File: src/rtl/wdwk_pkg.sv
// Package: register map, field layout, reset values and modes of the watchdog
package wdwk_pkg;
    localparam int ADDR_W = 12;
    localparam logic [11:0] OFF_WDT_CTRL = 12'h000;
    localparam logic [11:0] OFF_RST_CAUSE = 12'h004;
    localparam logic [11:0] OFF_CLK_CTRL = 12'h008;
    localparam logic [11:0] OFF_WAKE_EN = 12'h00c;
    localparam logic [11:0] OFF_STATUS = 12'h010;

    // Watchdog control fields
    localparam int KEY_MSB = 7;
    localparam int KEY_LSB = 3;
    localparam int PER_MSB = 2;
    localparam int PER_LSB = 0;
    localparam logic [4:0] KEY_DISABLE = 5'h15;
    localparam logic [4:0] KEY_ENABLE = 5'h0a;
    localparam logic [2:0] PER_RESET = 3'h2;
    localparam logic [7:0] WDT_CTRL_RESET = 8'h52;

    // Reset cause flags
    localparam int RC_KEY = 0;
    localparam int RC_LV_CTRL = 1;
    localparam int RC_LV = 2;
    localparam int RC_RSTCTRL = 3;
    localparam int RC_W = 4;

    // Clock control bits
    localparam int CK_SLOW = 0;
    localparam int CK_FAST = 1;

    // Status fields
    localparam int ST_PDF = 0;
    localparam int ST_TO = 1;
    localparam int ST_MODE_LSB = 4;

    // Divided watchdog clock: low-speed oscillator over eight
    localparam int PRESCALE_W = 3;
    localparam int WDT_CNT_W = 18;
    localparam logic [2:0] PRESCALE_LAST = 3'h7;

    // Default software reset delay in pclk cycles
    localparam int SRESET_CYCLES = 64;

    typedef enum logic [2:0] {
        WDWK_RUN = 3'b000,
        WDWK_SLEEP = 3'b001,
        WDWK_IDLE_SLOW_ONLY = 3'b010,
        WDWK_IDLE_BOTH_CLOCKS = 3'b011,
        WDWK_IDLE_FAST_ONLY = 3'b100
    } wdwk_mode_t;

    // Log2 of the overflow length in divided ticks for each period code
    function automatic logic [4:0] wdwk_period_log2(input logic [2:0] code);
        logic [4:0] r;
        r = 5'h08;
        case (code)
            3'h0: r = 5'h08;
            3'h1: r = 5'h0a;
            3'h2: r = 5'h0c;
            3'h3: r = 5'h0e;
            3'h4: r = 5'h0f;
            3'h5: r = 5'h10;
            3'h6: r = 5'h11;
            3'h7: r = 5'h12;
            default: r = 5'h08;
        endcase
        return r;
    endfunction
endpackage

File: src/rtl/wdwk_sync.sv
// Two flip-flop synchroniser for a vector of asynchronous levels
`timescale 1ns/1ns
module wdwk_sync #(
    parameter int W = 1,
    parameter logic [W-1:0] RST_VAL = '0
) (
    input wire logic pclk,
    input wire logic presetn,
    input wire logic [W-1:0] d,
    output logic [W-1:0] q
);
    logic [W-1:0] meta;

    // Both stages reset to each pin's idle level, so no false edge follows
    always_ff @(posedge pclk or negedge presetn) begin
        if (!presetn) begin
            meta <= RST_VAL;
            q <= RST_VAL;
        end else begin
            meta <= d;
            q <= meta;
        end
    end
endmodule

File: src/rtl/wdwk_top.sv
// Watchdog timer with power-down entry and wake-up control, APB slave
`timescale 1ns/1ns
// Operation
// - Halt, fast keep only: fast-only idle
// - Halt sets power-down flag, clears timeout
// - Halt clears counter; runs only if enabled
// - Power-down keeps registers and state unchanged
// - Wake on reset, port edge, interrupt, overflow
// - Reset wake full; overflow resets PC/SP
// - Flag cleared by clear instruction, set by halt
// - Per-pin wake enable; falling edge resumes
// - Blocked interrupt resumes, stays pending
// - Interrupt pending at entry cannot wake
// - Counter clocked by slow oscillator over eight
// - Period code selects overflow length
// - Key enables, disables, else delayed reset
// - Reset: key enabled, period code 010
// - Bad key sets flag; software clears
// - Running overflow resets device, sets timeout
// - Four events clear the watchdog counter
// - Four cause flags, upper bits zero
// - Halt, no keep bits: sleep mode
// - Halt, slow keep only: slow-only idle
// - Halt, both keep bits: both-clocks idle
module wdwk_top #(
    parameter int PORT_W = 8,
    parameter int IRQ_W = 4,
    parameter int SRESET_CYCLES = wdwk_pkg::SRESET_CYCLES
) (
    input wire logic pclk,
    input wire logic presetn,
    input wire logic [11:0] paddr,
    input wire logic psel,
    input wire logic penable,
    input wire logic pwrite,
    input wire logic [31:0] pwdata,
    output logic [31:0] prdata,
    output logic pready,
    output logic pslverr,
    input wire logic low_speed_rc_osc,
    input wire logic ext_reset_n,
    input wire logic reset_pin_select,
    input wire logic [PORT_W-1:0] port_pins,
    input wire logic halt_instruction,
    input wire logic clear_watchdog_instruction,
    input wire logic [IRQ_W-1:0] irq_request,
    input wire logic [IRQ_W-1:0] irq_enable,
    input wire logic stack_full,
    input wire logic [2:0] other_cause_set,
    output logic power_down_flag,
    output logic watchdog_timeout_flag,
    output logic fast_clock_run,
    output logic slow_clock_run,
    output logic cpu_halted,
    output logic system_reset,
    output logic pc_sp_reset,
    output logic wake_resume,
    output logic irq_response
);
    localparam int SYNC_W = PORT_W + 2;
    localparam int DLY_W = $clog2(SRESET_CYCLES + 1);

    wdwk_pkg::wdwk_mode_t mode;
    logic [7:0] wdt_ctrl;
    logic [1:0] clk_ctrl;
    logic [PORT_W-1:0] port_wake_enable;
    logic [wdwk_pkg::RC_W-1:0] reset_cause_flags;
    logic [SYNC_W-1:0] sync_q;
    logic [PORT_W-1:0] port_s;
    logic [PORT_W-1:0] port_d;
    logic low_speed_rc_osc_s;
    logic low_speed_rc_osc_d;
    logic ext_rst_s;
    logic [wdwk_pkg::PRESCALE_W-1:0] prescale;
    logic [wdwk_pkg::WDT_CNT_W-1:0] wdt_count;
    logic [wdwk_pkg::WDT_CNT_W-1:0] wdt_limit;
    logic [IRQ_W-1:0] irq_blocked;
    logic [DLY_W-1:0] sreset_count;
    logic sreset_pending;
    logic wr;
    logic rd_setup;
    logic [4:0] key;
    logic [4:0] next_key;
    logic wdt_enabled;
    logic key_write_bad;
    logic div_tick;
    logic overflow;
    logic down;
    logic ext_reset_low;
    logic port_wake;
    logic [IRQ_W-1:0] irq_wake_vec;
    logic irq_wake;
    logic irq_serviceable;
    logic halt_go;
    logic [18:0] limit_full;

    wdwk_sync #(
        .W(SYNC_W),
        .RST_VAL({{PORT_W{1'b1}}, 2'b10})
    ) u_sync (
        .pclk(pclk),
        .presetn(presetn),
        .d({port_pins, ext_reset_n, low_speed_rc_osc}),
        .q(sync_q)
    );

    assign low_speed_rc_osc_s = sync_q[0];
    assign ext_rst_s = sync_q[1];
    assign port_s = sync_q[SYNC_W-1:2];

    // Access phase write; setup cycle is used to stage the read answer
    assign wr = psel && penable && pwrite && pready;
    assign rd_setup = psel && !penable;
    assign key = wdt_ctrl[wdwk_pkg::KEY_MSB:wdwk_pkg::KEY_LSB];
    assign next_key = pwdata[wdwk_pkg::KEY_MSB:wdwk_pkg::KEY_LSB];
    assign wdt_enabled = (key == wdwk_pkg::KEY_ENABLE);
    assign key_write_bad = wr && (paddr == wdwk_pkg::OFF_WDT_CTRL) &&
        (next_key != wdwk_pkg::KEY_ENABLE) &&
        (next_key != wdwk_pkg::KEY_DISABLE);
    assign down = (mode != wdwk_pkg::WDWK_RUN);
    assign halt_go = halt_instruction && !down;
    assign ext_reset_low = reset_pin_select && !ext_rst_s;

    // Edge of the synchronised oscillator; the first stage is never read
    assign div_tick = low_speed_rc_osc_s && !low_speed_rc_osc_d &&
        (prescale == wdwk_pkg::PRESCALE_LAST);
    assign limit_full = (19'h1 << wdwk_pkg::wdwk_period_log2(
        wdt_ctrl[wdwk_pkg::PER_MSB:wdwk_pkg::PER_LSB])) - 19'h1;
    assign wdt_limit = limit_full[wdwk_pkg::WDT_CNT_W-1:0];
    assign overflow = wdt_enabled && div_tick &&
        (wdt_count == wdt_limit);

    assign port_wake = |(port_wake_enable & port_d & ~port_s);
    assign irq_wake_vec = irq_request & ~irq_blocked;
    assign irq_wake = |irq_wake_vec;
    assign irq_serviceable = |(irq_wake_vec & irq_enable) && !stack_full;

    always_ff @(posedge pclk or negedge presetn) begin
        if (!presetn) begin
            low_speed_rc_osc_d <= 1'b0;
            port_d <= '1;
        end else begin
            low_speed_rc_osc_d <= low_speed_rc_osc_s;
            port_d <= port_s;
        end
    end

    // Divide-by-eight prescaler, cleared together with the counter
    always_ff @(posedge pclk or negedge presetn) begin
        if (!presetn) begin
            prescale <= '0;
        end else if (halt_go || clear_watchdog_instruction ||
                     key_write_bad || ext_reset_low) begin
            prescale <= '0;
        end else if (wdt_enabled && low_speed_rc_osc_s && !low_speed_rc_osc_d) begin
            prescale <= prescale + 3'h1;
        end
    end

    // Watchdog counter; software clears it by the clear instruction, by halt or by a bad key write
    always_ff @(posedge pclk or negedge presetn) begin
        if (!presetn) begin
            wdt_count <= '0;
        end else if (key_write_bad || clear_watchdog_instruction ||
                     halt_go || ext_reset_low) begin
            wdt_count <= '0;
        end else if (overflow) begin
            wdt_count <= '0;
        end else if (wdt_enabled && div_tick) begin
            wdt_count <= wdt_count + 18'h1;
        end
    end

    // Operating mode; registers and ports are left alone while halted
    always_ff @(posedge pclk or negedge presetn) begin
        if (!presetn) begin
            mode <= wdwk_pkg::WDWK_RUN;
        end else begin
            case (mode)
                wdwk_pkg::WDWK_RUN: begin
                    if (halt_instruction) begin
                        case (clk_ctrl)
                            2'b00: mode <= wdwk_pkg::WDWK_SLEEP;
                            2'b01: mode <= wdwk_pkg::WDWK_IDLE_SLOW_ONLY;
                            2'b11: mode <= wdwk_pkg::WDWK_IDLE_BOTH_CLOCKS;
                            2'b10: mode <= wdwk_pkg::WDWK_IDLE_FAST_ONLY;
                            default: mode <= wdwk_pkg::WDWK_SLEEP;
                        endcase
                    end
                end
                wdwk_pkg::WDWK_SLEEP,
                wdwk_pkg::WDWK_IDLE_SLOW_ONLY,
                wdwk_pkg::WDWK_IDLE_BOTH_CLOCKS,
                wdwk_pkg::WDWK_IDLE_FAST_ONLY: begin
                    if (ext_reset_low || port_wake || irq_wake ||
                        overflow) begin
                        mode <= wdwk_pkg::WDWK_RUN;
                    end
                end
                default: mode <= wdwk_pkg::WDWK_RUN;
            endcase
        end
    end

    // Requests already raised at entry cannot wake the device
    always_ff @(posedge pclk or negedge presetn) begin
        if (!presetn) begin
            irq_blocked <= '0;
        end else if (halt_go) begin
            irq_blocked <= irq_request;
        end else if (!down) begin
            irq_blocked <= '0;
        end
    end

    // Power-down and timeout flags
    always_ff @(posedge pclk or negedge presetn) begin
        if (!presetn) begin
            power_down_flag <= 1'b0;
            watchdog_timeout_flag <= 1'b0;
        end else begin
            if (halt_go) begin
                power_down_flag <= 1'b1;
            end else if (clear_watchdog_instruction) begin
                power_down_flag <= 1'b0;
            end
            if (overflow) begin
                watchdog_timeout_flag <= 1'b1;
            end else if (halt_go) begin
                watchdog_timeout_flag <= 1'b0;
            end
        end
    end

    // Wake and reset actions towards the core, one-cycle pulses
    always_ff @(posedge pclk or negedge presetn) begin
        if (!presetn) begin
            system_reset <= 1'b0;
            pc_sp_reset <= 1'b0;
            wake_resume <= 1'b0;
            irq_response <= 1'b0;
        end else begin
            system_reset <= (overflow && !down) ||
                (down && ext_reset_low) ||
                (sreset_pending &&
                 sreset_count == DLY_W'(SRESET_CYCLES));
            pc_sp_reset <= down && overflow && !ext_reset_low;
            wake_resume <= down && !ext_reset_low && !overflow &&
                (port_wake || (irq_wake && !irq_serviceable));
            irq_response <= down && !ext_reset_low && !overflow &&
                !port_wake && irq_wake && irq_serviceable;
        end
    end

    // Delay between a bad key and the reset it causes
    always_ff @(posedge pclk or negedge presetn) begin
        if (!presetn) begin
            sreset_pending <= 1'b0;
            sreset_count <= '0;
        end else if (key_write_bad) begin
            sreset_pending <= 1'b1;
            sreset_count <= '0;
        end else if (sreset_pending) begin
            if (sreset_count == DLY_W'(SRESET_CYCLES)) begin
                sreset_pending <= 1'b0;
            end else begin
                sreset_count <= sreset_count + DLY_W'(1);
            end
        end
    end

    // Clock keep outputs follow the mode
    always_ff @(posedge pclk or negedge presetn) begin
        if (!presetn) begin
            fast_clock_run <= 1'b1;
            slow_clock_run <= 1'b1;
            cpu_halted <= 1'b0;
        end else begin
            cpu_halted <= down;
            fast_clock_run <= !down ||
                mode == wdwk_pkg::WDWK_IDLE_FAST_ONLY ||
                mode == wdwk_pkg::WDWK_IDLE_BOTH_CLOCKS;
            slow_clock_run <= !down ||
                mode == wdwk_pkg::WDWK_IDLE_SLOW_ONLY ||
                mode == wdwk_pkg::WDWK_IDLE_BOTH_CLOCKS;
        end
    end

    // Software registers; halting does not touch them
    always_ff @(posedge pclk or negedge presetn) begin
        if (!presetn) begin
            wdt_ctrl <= wdwk_pkg::WDT_CTRL_RESET;
            clk_ctrl <= '0;
            port_wake_enable <= '0;
        end else if (wr) begin
            case (paddr)
                wdwk_pkg::OFF_WDT_CTRL: wdt_ctrl <= pwdata[7:0];
                wdwk_pkg::OFF_CLK_CTRL: clk_ctrl <= pwdata[1:0];
                wdwk_pkg::OFF_WAKE_EN: port_wake_enable <= pwdata[PORT_W-1:0];
                default: clk_ctrl <= clk_ctrl;
            endcase
        end
    end

    // Cause flags: hardware set beats a software clear in the same cycle
    always_ff @(posedge pclk or negedge presetn) begin
        if (!presetn) begin
            reset_cause_flags <= '0;
        end else begin
            reset_cause_flags <= (reset_cause_flags &
                ((wr && paddr == wdwk_pkg::OFF_RST_CAUSE) ?
                 pwdata[wdwk_pkg::RC_W-1:0] : 4'hf)) |
                {other_cause_set, key_write_bad};
        end
    end

    // Zero-wait APB: answer staged in setup, presented in access phase
    always_ff @(posedge pclk or negedge presetn) begin
        if (!presetn) begin
            pready <= 1'b0;
            pslverr <= 1'b0;
            prdata <= '0;
        end else begin
            pready <= rd_setup;
            pslverr <= 1'b0;
            prdata <= '0;
            if (rd_setup) begin
                case (paddr)
                    wdwk_pkg::OFF_WDT_CTRL: prdata <= {24'h0, wdt_ctrl};
                    wdwk_pkg::OFF_RST_CAUSE:
                        prdata <= {28'h0, reset_cause_flags};
                    wdwk_pkg::OFF_CLK_CTRL: prdata <= {30'h0, clk_ctrl};
                    wdwk_pkg::OFF_WAKE_EN:
                        prdata <= 32'(port_wake_enable);
                    wdwk_pkg::OFF_STATUS:
                        prdata <= {25'h0, mode, 2'h0,
                                   watchdog_timeout_flag, power_down_flag};
                    default: pslverr <= 1'b1;
                endcase
            end
        end
    end
endmodule

File: config.mk
export PLATFORM = sky130hd
export DESIGN_NAME = wdwk_top
export DESIGN_NICKNAME = d
export VERILOG_FILES = /design/src/rtl/wdwk_pkg.sv /design/src/rtl/wdwk_sync.sv /design/src/rtl/wdwk_top.sv
export SDC_FILE = /design/constraint.sdc
export NUM_CORES = 1
export LEC_CHECK = 0
export ABC_AREA = 1
export BUFFER_PORTS_ARGS = -buffer_cell sky130_fd_sc_hd__buf_4
export CORE_UTILIZATION = 25
export DETAILED_ROUTE_END_ITERATION = 7
export PLACE_DENSITY = 0.45
export RECOVER_POWER = 25
export SYNTH_ARGS = -nofsm -noshare
export SYNTH_HDL_FRONTEND = slang
export SYNTH_SLANG_ARGS = --single-unit
File: constraint.sdc
create_clock -name pclk -period 2.8 [get_ports pclk]
set_input_delay 0.84 -clock pclk [delete_from_list [all_inputs] [get_ports pclk]]
set_output_delay 0.84 -clock pclk [all_outputs]
set_load 0.02 [all_outputs]
---- After elaboration in Yosys (flattened, before gate mapping) ----
Memories as Yosys holds them, arrays and structs flattened.
Cells that the tools add are included.
storage, ports and cells
  register bits ........................... 130
  ROM bits ................................ 40
  bits of input ports ..................... 74
  output and inout port bits .............. 43
  logic and storage cells ................. 160
  memories ................................ 1
operators by class
  add/subtract/negate cells ............... 4
  eq/ne operators ......................... 21
  shift-type cells ........................ 1
  muxes and demuxes ....................... 26
  bitwise operators ....................... 8
  reduce and logical (&&, ||, !) cells .... 73
memories
  memory           depth  bits a word  rd ports  clocked after memory_dff  write ports  line            source
  (no name shown)  8      5            1         0                         0            wdwk_pkg.sv:56  case (code)
operators by type and width
  operator                                                                number
  18-bit two-way mux                                                      3
  8-bit one-hot mux with 5 select lines                                   1
  32-bit two-way mux                                                      1
  1-bit logical AND                                                       29
  12-bit by 4-bit equality test with 1-bit output, second input constant  2
  7-bit two-way mux                                                       3
  18-bit by 1-bit adder with 18-bit output, second input constant         1
  18-bit equality test                                                    1
  1-bit by 5-bit left shift with 18-bit output, first input constant      1
  18-bit by 1-bit subtractor with 18-bit output, second input constant    1
  8-bit bitwise AND                                                       2
  1-bit logical OR                                                        16
  4-bit bitwise AND                                                       3
  12-bit by 3-bit equality test with 1-bit output, second input constant  1
  12-bit by 5-bit equality test with 1-bit output, second input constant  1
  12-bit zero test                                                        1
  3-bit two-way mux                                                       4
  4-bit two-way mux                                                       3
  3-bit one-hot mux with 4 select lines                                   1
  4-bit OR reduction                                                      3
  2-bit AND reduction                                                     5
  1-bit zero test                                                         9
  1-bit two-way mux                                                       9
  8-bit NOT                                                               1
  22 further kinds                                                        31

---- Logic depth before layout (Yosys ltp) ----
  depth in word-level cells ............... 10
  depth in mapped cells ................... 15
  mapped depth without buffers ............ 15

---- Modules after synthesis ----
Synthesis repeated with hierarchy kept, for this count alone.
second synthesis, totals
  cell total of the unflattened synthesis .. 620
  area total of the unflattened synthesis .. 5440.2 sq um
modules (own cells, without submodules)
  module     instances  cells each  area each (sq um)  seq. area each (sq um)
  wdwk_top   1          600         4917.2             2168.3
  wdwk_sync  1          20          523.0              523.0

---- Worst setup path before layout ----
No wires, ideal clock.
  path kind ............................... in2reg
  start ................................... input port paddr[11]
  end ..................................... register wdt_count[11] (netlist name)
  library setup time ...................... 0.121 ns
  arrival time ............................ 1.990 ns
  required time ........................... 2.679 ns
  path slack .............................. 0.689 ns
  cell stages on the path ................. 11
  path buffers ............................ 1
  cell sequence ........................... nor2_1 nand2_1 nor2_2 nand2_2 nor2_4 a21oi_4 o21ai_2 inv_4 buf_6 nand2_1 o21ai_2
on the way
  longest elaborated chain between the ends .. 8
  elaborated cells between the ends (all ways) .. 9
  those cells by class .................... 1 x mux; 8 x reduce/logical
RTL lines
  item                                                                       line             source
  from (decl)                                                                wdwk_top.sv:32   input wire logic [11:0] paddr,
  12-bit zero test *                                                         wdwk_top.sv:117  assign key_write_bad = wr && (paddr == wdwk_pkg::OFF_WDT_CTRL) &&
  1-bit logical AND * (2 in series)                                          wdwk_top.sv:117
  1-bit logical AND *                                                        wdwk_top.sv:118  (next_key != wdwk_pkg::KEY_ENABLE) &&
  1-bit logical OR * (2 in series)                                           wdwk_top.sv:164  end else if (key_write_bad || clear_watchdog_instruction ||
  1-bit logical OR *                                                         wdwk_top.sv:165  halt_go || ext_reset_low) begin
  3-bit nonzero test (no line) / 18-bit two-way mux (equally long branches)  n/a
  to (signal assigned)                                                       wdwk_top.sv:170  wdt_count <= wdt_count + 18'h1;
  to (decl)                                                                  wdwk_top.sv:75   logic [wdwk_pkg::WDT_CNT_W-1:0] wdt_count;
Mark *: on every way between the ends. The rest lies on a longest branch, timed or not.
A chain may end at the register's enable or synchronous reset.

---- Worst setup path in the final report ----
  start ................................... register wdt_ctrl[1]
  end ..................................... register wdt_count[5] (netlist name)
on the way
  longest elaborated chain between the ends .. 7
  elaborated cells between the ends (all ways) .. 8
  those cells by class .................... 1 x add/sub; 1 x eq/ne; 1 x shift; 2 x mux; 2 x reduce/logical; 1 x memory
RTL lines
  item                                             line             source
  from (decl)                                      wdwk_top.sv:64   logic [7:0] wdt_ctrl;
  from (signal assigned)                           wdwk_top.sv:292  wdt_ctrl <= wdwk_pkg::WDT_CTRL_RESET;
  from (signal assigned)                           wdwk_top.sv:297  wdwk_pkg::OFF_WDT_CTRL: wdt_ctrl <= pwdata[7:0];
  memory read 8 x 5 bit *                          n/a
  1-bit by 5-bit left shift with 18-bit output *   wdwk_top.sv:127  assign limit_full = (19'h1 << wdwk_pkg::wdwk_period_log2(
  18-bit by 1-bit subtractor with 18-bit output *  wdwk_top.sv:128  wdt_ctrl[wdwk_pkg::PER_MSB:wdwk_pkg::PER_LSB])) - 19'h1;
  18-bit equality test *                           wdwk_top.sv:131  (wdt_count == wdt_limit);
  1-bit logical AND *                              wdwk_top.sv:130  assign overflow = wdt_enabled && div_tick &&
  18-bit two-way mux                               wdwk_top.sv:167  end else if (overflow) begin
  18-bit two-way mux                               wdwk_top.sv:164
Marks and branches as above.

==> impl_metrics.env <==
export IMPL_netlist_instances=608
export IMPL_layout_commonest_cell="nand2_1"
export IMPL_synth_area_mm2=0.00529
export IMPL_finalPower_mw=3.26
export IMPL_slew_limit_headroom=0.00252
export IMPL_cts_sinks=106
export IMPL_routed_wl_um=12000
export IMPL_synth_compound_area_frac=0.0904
export IMPL_drc=0
export IMPL_vias=3965
export IMPL_synth_top_area_frac=0.355
export IMPL_drive_gt1_frac=0.227
export IMPL_yosysWarnings=0
export IMPL_max_freq_mhz=435
export IMPL_synthMuxAreaShare=0.00639
export IMPL_track_usage=0.118
export IMPL_hold_viol_final=0
export IMPL_critPathCaptureType="register"
export IMPL_dpl_hpwl_um=9030
export IMPL_crit_arrival_ns=2.53
export IMPL_grt_max_degree=107
export IMPL_critPathBufInv=2
export IMPL_cts_clk_slew_worst_paths_ns=0.08
export IMPL_synth_top_family_by_area="simple AND/OR/NAND/NOR gates"
export IMPL_globalRouteOverflowTotal=0
export IMPL_crit_path_start_kind="register"
export IMPL_final_design_area_no_fill_mm2=0.00634
export IMPL_synth_edf_count=0
export IMPL_cpMostUsedCell="nand2_1"
export IMPL_num_nets_final=770
export IMPL_synthArstFlopShare=1.00
export IMPL_finClkSkew_ns=0.00801
export IMPL_worst_ir_drop_vdd_uv=289
export IMPL_cp_depth=13
export IMPL_cp_slowest_stage_delay_ns=0.58
export IMPL_p_leak_nw=2.90
export IMPL_synth_fa_ha_area_frac=0.0237
export IMPL_cts_setup_buffers=0
export IMPL_drtIter0Drc=147
export IMPL_postCtsHoldBufs=0
export IMPL_worst_pin_slew_ns=1.50
export IMPL_core_area_mm2=0.0205
export IMPL_first_pass_iters=4
export IMPL_crit_slowest_cell="dfstp_2"
export IMPL_synth_seq_cells=106
export IMPL_dieArea_mm2=0.0217
export IMPL_cts_htree_levels=3
export IMPL_antenna_found_initial=1
export IMPL_clk_latency_ns=0.36
export IMPL_fp_dieH_um=147
export IMPL_cts_buffers=9
export IMPL_cts_resized=0
export IMPL_avgSynthCellArea_um2=8.69
export IMPL_routed_via_density=4.13
export IMPL_cts_tree="built"
export IMPL_run_status="completed"
export IMPL_start_util=0.258
export IMPL_endpoint="wdt_count[5]"
export IMPL_wl_per_cell_um=12.5
export IMPL_path_max_fanout=17
export IMPL_finalSetupTns_ns=0
export IMPL_die_w_um=147
export IMPL_gp_congestion=0.765
export IMPL_r2r_start="wdt_ctrl[1]"
export IMPL_holdWs_ns=0.357
export IMPL_drv_cap=0
export IMPL_drtAntennaViolNets=0
export IMPL_layout_common_cells="nand2_1 (157), dfrtp_1 (75), inv_1 (74)"
export IMPL_cp_top_family="simple AND/OR/NAND/NOR gates"
export IMPL_power_density_mw_per_mm2=514
export IMPL_cts_buffer_depth=2
export IMPL_cp_cell_sequence="inv_1 > ha_1 > inv_1 > nor2_4 > nand2_1 > nand2_1 > nand2_1 > nand2_1 > nand2_1 > nor2_2 > nand2_4 > nand3_4 > o21ai_0"
export IMPL_min_period_ns=2.30
export IMPL_synth_simple_area_share=0.238
export IMPL_hp_class="register to register"
export IMPL_yosysSeqAreaShare=0.509
export IMPL_setup_viol=0
export IMPL_rsz0062_at_grt="no"
export IMPL_synth_xor_area_frac=0.0315
export IMPL_critPathLaunch="wdt_ctrl[1]"
export IMPL_r2r_cells=13
export IMPL_rrSetupSlack_ns=0.50
export IMPL_numPortBuffers=68
export IMPL_diodes=0
export IMPL_r2r_end="wdt_count[5]"
export IMPL_synth_cell_type_count=42
export IMPL_yosys_most_used_dff="dfrtp_1"
export IMPL_boundaryPins=117
export IMPL_required_ns=3.03
export IMPL_fin_crit_sh=0.821
export IMPL_path_class="register to register"
export IMPL_yosysTopAreaCell="dfrtp_1"
export IMPL_clockRootBuffer="clkbuf_16"
export IMPL_place_area_mm2=0.00605
export IMPL_syn2layout_area_growth_pct=19.9
export IMPL_synthTopCellsByArea="dfrtp_1 (36%), dfstp_2 (15%), nand2_1 (11%)"
export IMPL_fp_row_count=52
export IMPL_grt_pass1_vias=3838
export IMPL_grt_pass1_wl_um=20000
export IMPL_drv_slew=0
==> layer usage <==
metal	vias up	share of wire	GRT usage
li1	2042	-	-
met1	1831	0.51	0.164
met2	84	0.44	0.183
met3	8	0.042	0.0296
met4	0	0.011	0.0325
met5	-	0	0
==> registers in the layout, indices dropped and copies added (netlist names), 2 cells and up <==
signal	flops
port_d	8
clk_ctrl	2
prdata	8
port_wake_enable	8
sreset_count	7
wdt_ctrl	8
u_sync.meta	10
wdt_count	18
mode	3
u_sync.q	10
reset_cause_flags	4
prescale	3
irq_blocked	4
==> cells by family (layout without fill, tap and decap cells) <==
logic type,after synthesis,after routing
buf+inv,108,167
flops,106,106
xor+xnor,19,19
mux,2,2
compound gates,80,80
fa+ha+maj,10,10
simple gates,281,281
other cells,2,26
==> power breakdown <==
part	internal [mW]	switching, mW	leakage (nW)
Clock	0.679	0.624	0.154
Combinational	0.112	0.208	1.43
Sequential	1.61	0.0269	1.32
Total	2.40	0.859	2.90
==> Yosys cell counts, drive strengths merged, types with 4 or more instances <==
| library cell | n |
|---|---|
| nand4 | 11 |
| o22ai | 5 |
| nand2 | 161 |
| o21ai | 58 |
| xnor2 | 4 |
| inv | 77 |
| dfstp | 31 |
| dfrtp | 75 |
| buf | 29 |
| xor2 | 15 |
| nor3 | 15 |
| ha | 10 |
| nor2 | 60 |
| a21oi | 10 |
| nand3 | 30 |
==> metrics by stage <==
step | util | std cells | worst slack [ns]
floorplan | - | 632 | 0.689
global placement | 0.295 | 945 | 0.325
detailed placement | 0.295 | 945 | 0.316
CTS | 0.310 | 961 | 0.480
global route | 0.309 | 961 | 0.286
finish | 0.309 | 961 | 0.500
==> layout make-up <==
| type | instances | area, µm² |
|---|---|---|
| Clock buffer | 10 | 250 |
| Clock inverter | 6 | 56.3 |
| Fill cell | 2199 | 14200 |
| Inverter | 77 | 292 |
| Multi-Input combinational cell | 418 | 2160 |
| Sequential cell | 106 | 2690 |
| Tap cell | 270 | 338 |
| Timing Repair Buffer | 74 | 556 |
==> worst min-delay path by stage <==
stage	startpoint	end	slack (ns)	cells after the start
final	u_sync.meta[5]	u_sync.q[5]	0.36	0
after floorplan	u_sync.meta[0]	u_sync.q[0]	0.33	0
after detailed placement	u_sync.meta[0]	u_sync.q[0]	0.34	0
after global routing	u_sync.meta[6]	u_sync.q[6]	0.36	0
after global placement	u_sync.meta[0]	u_sync.q[0]	0.33	0
after CTS	u_sync.meta[0]	u_sync.q[0]	0.36	0
Power figures use the tool's default switching activity.
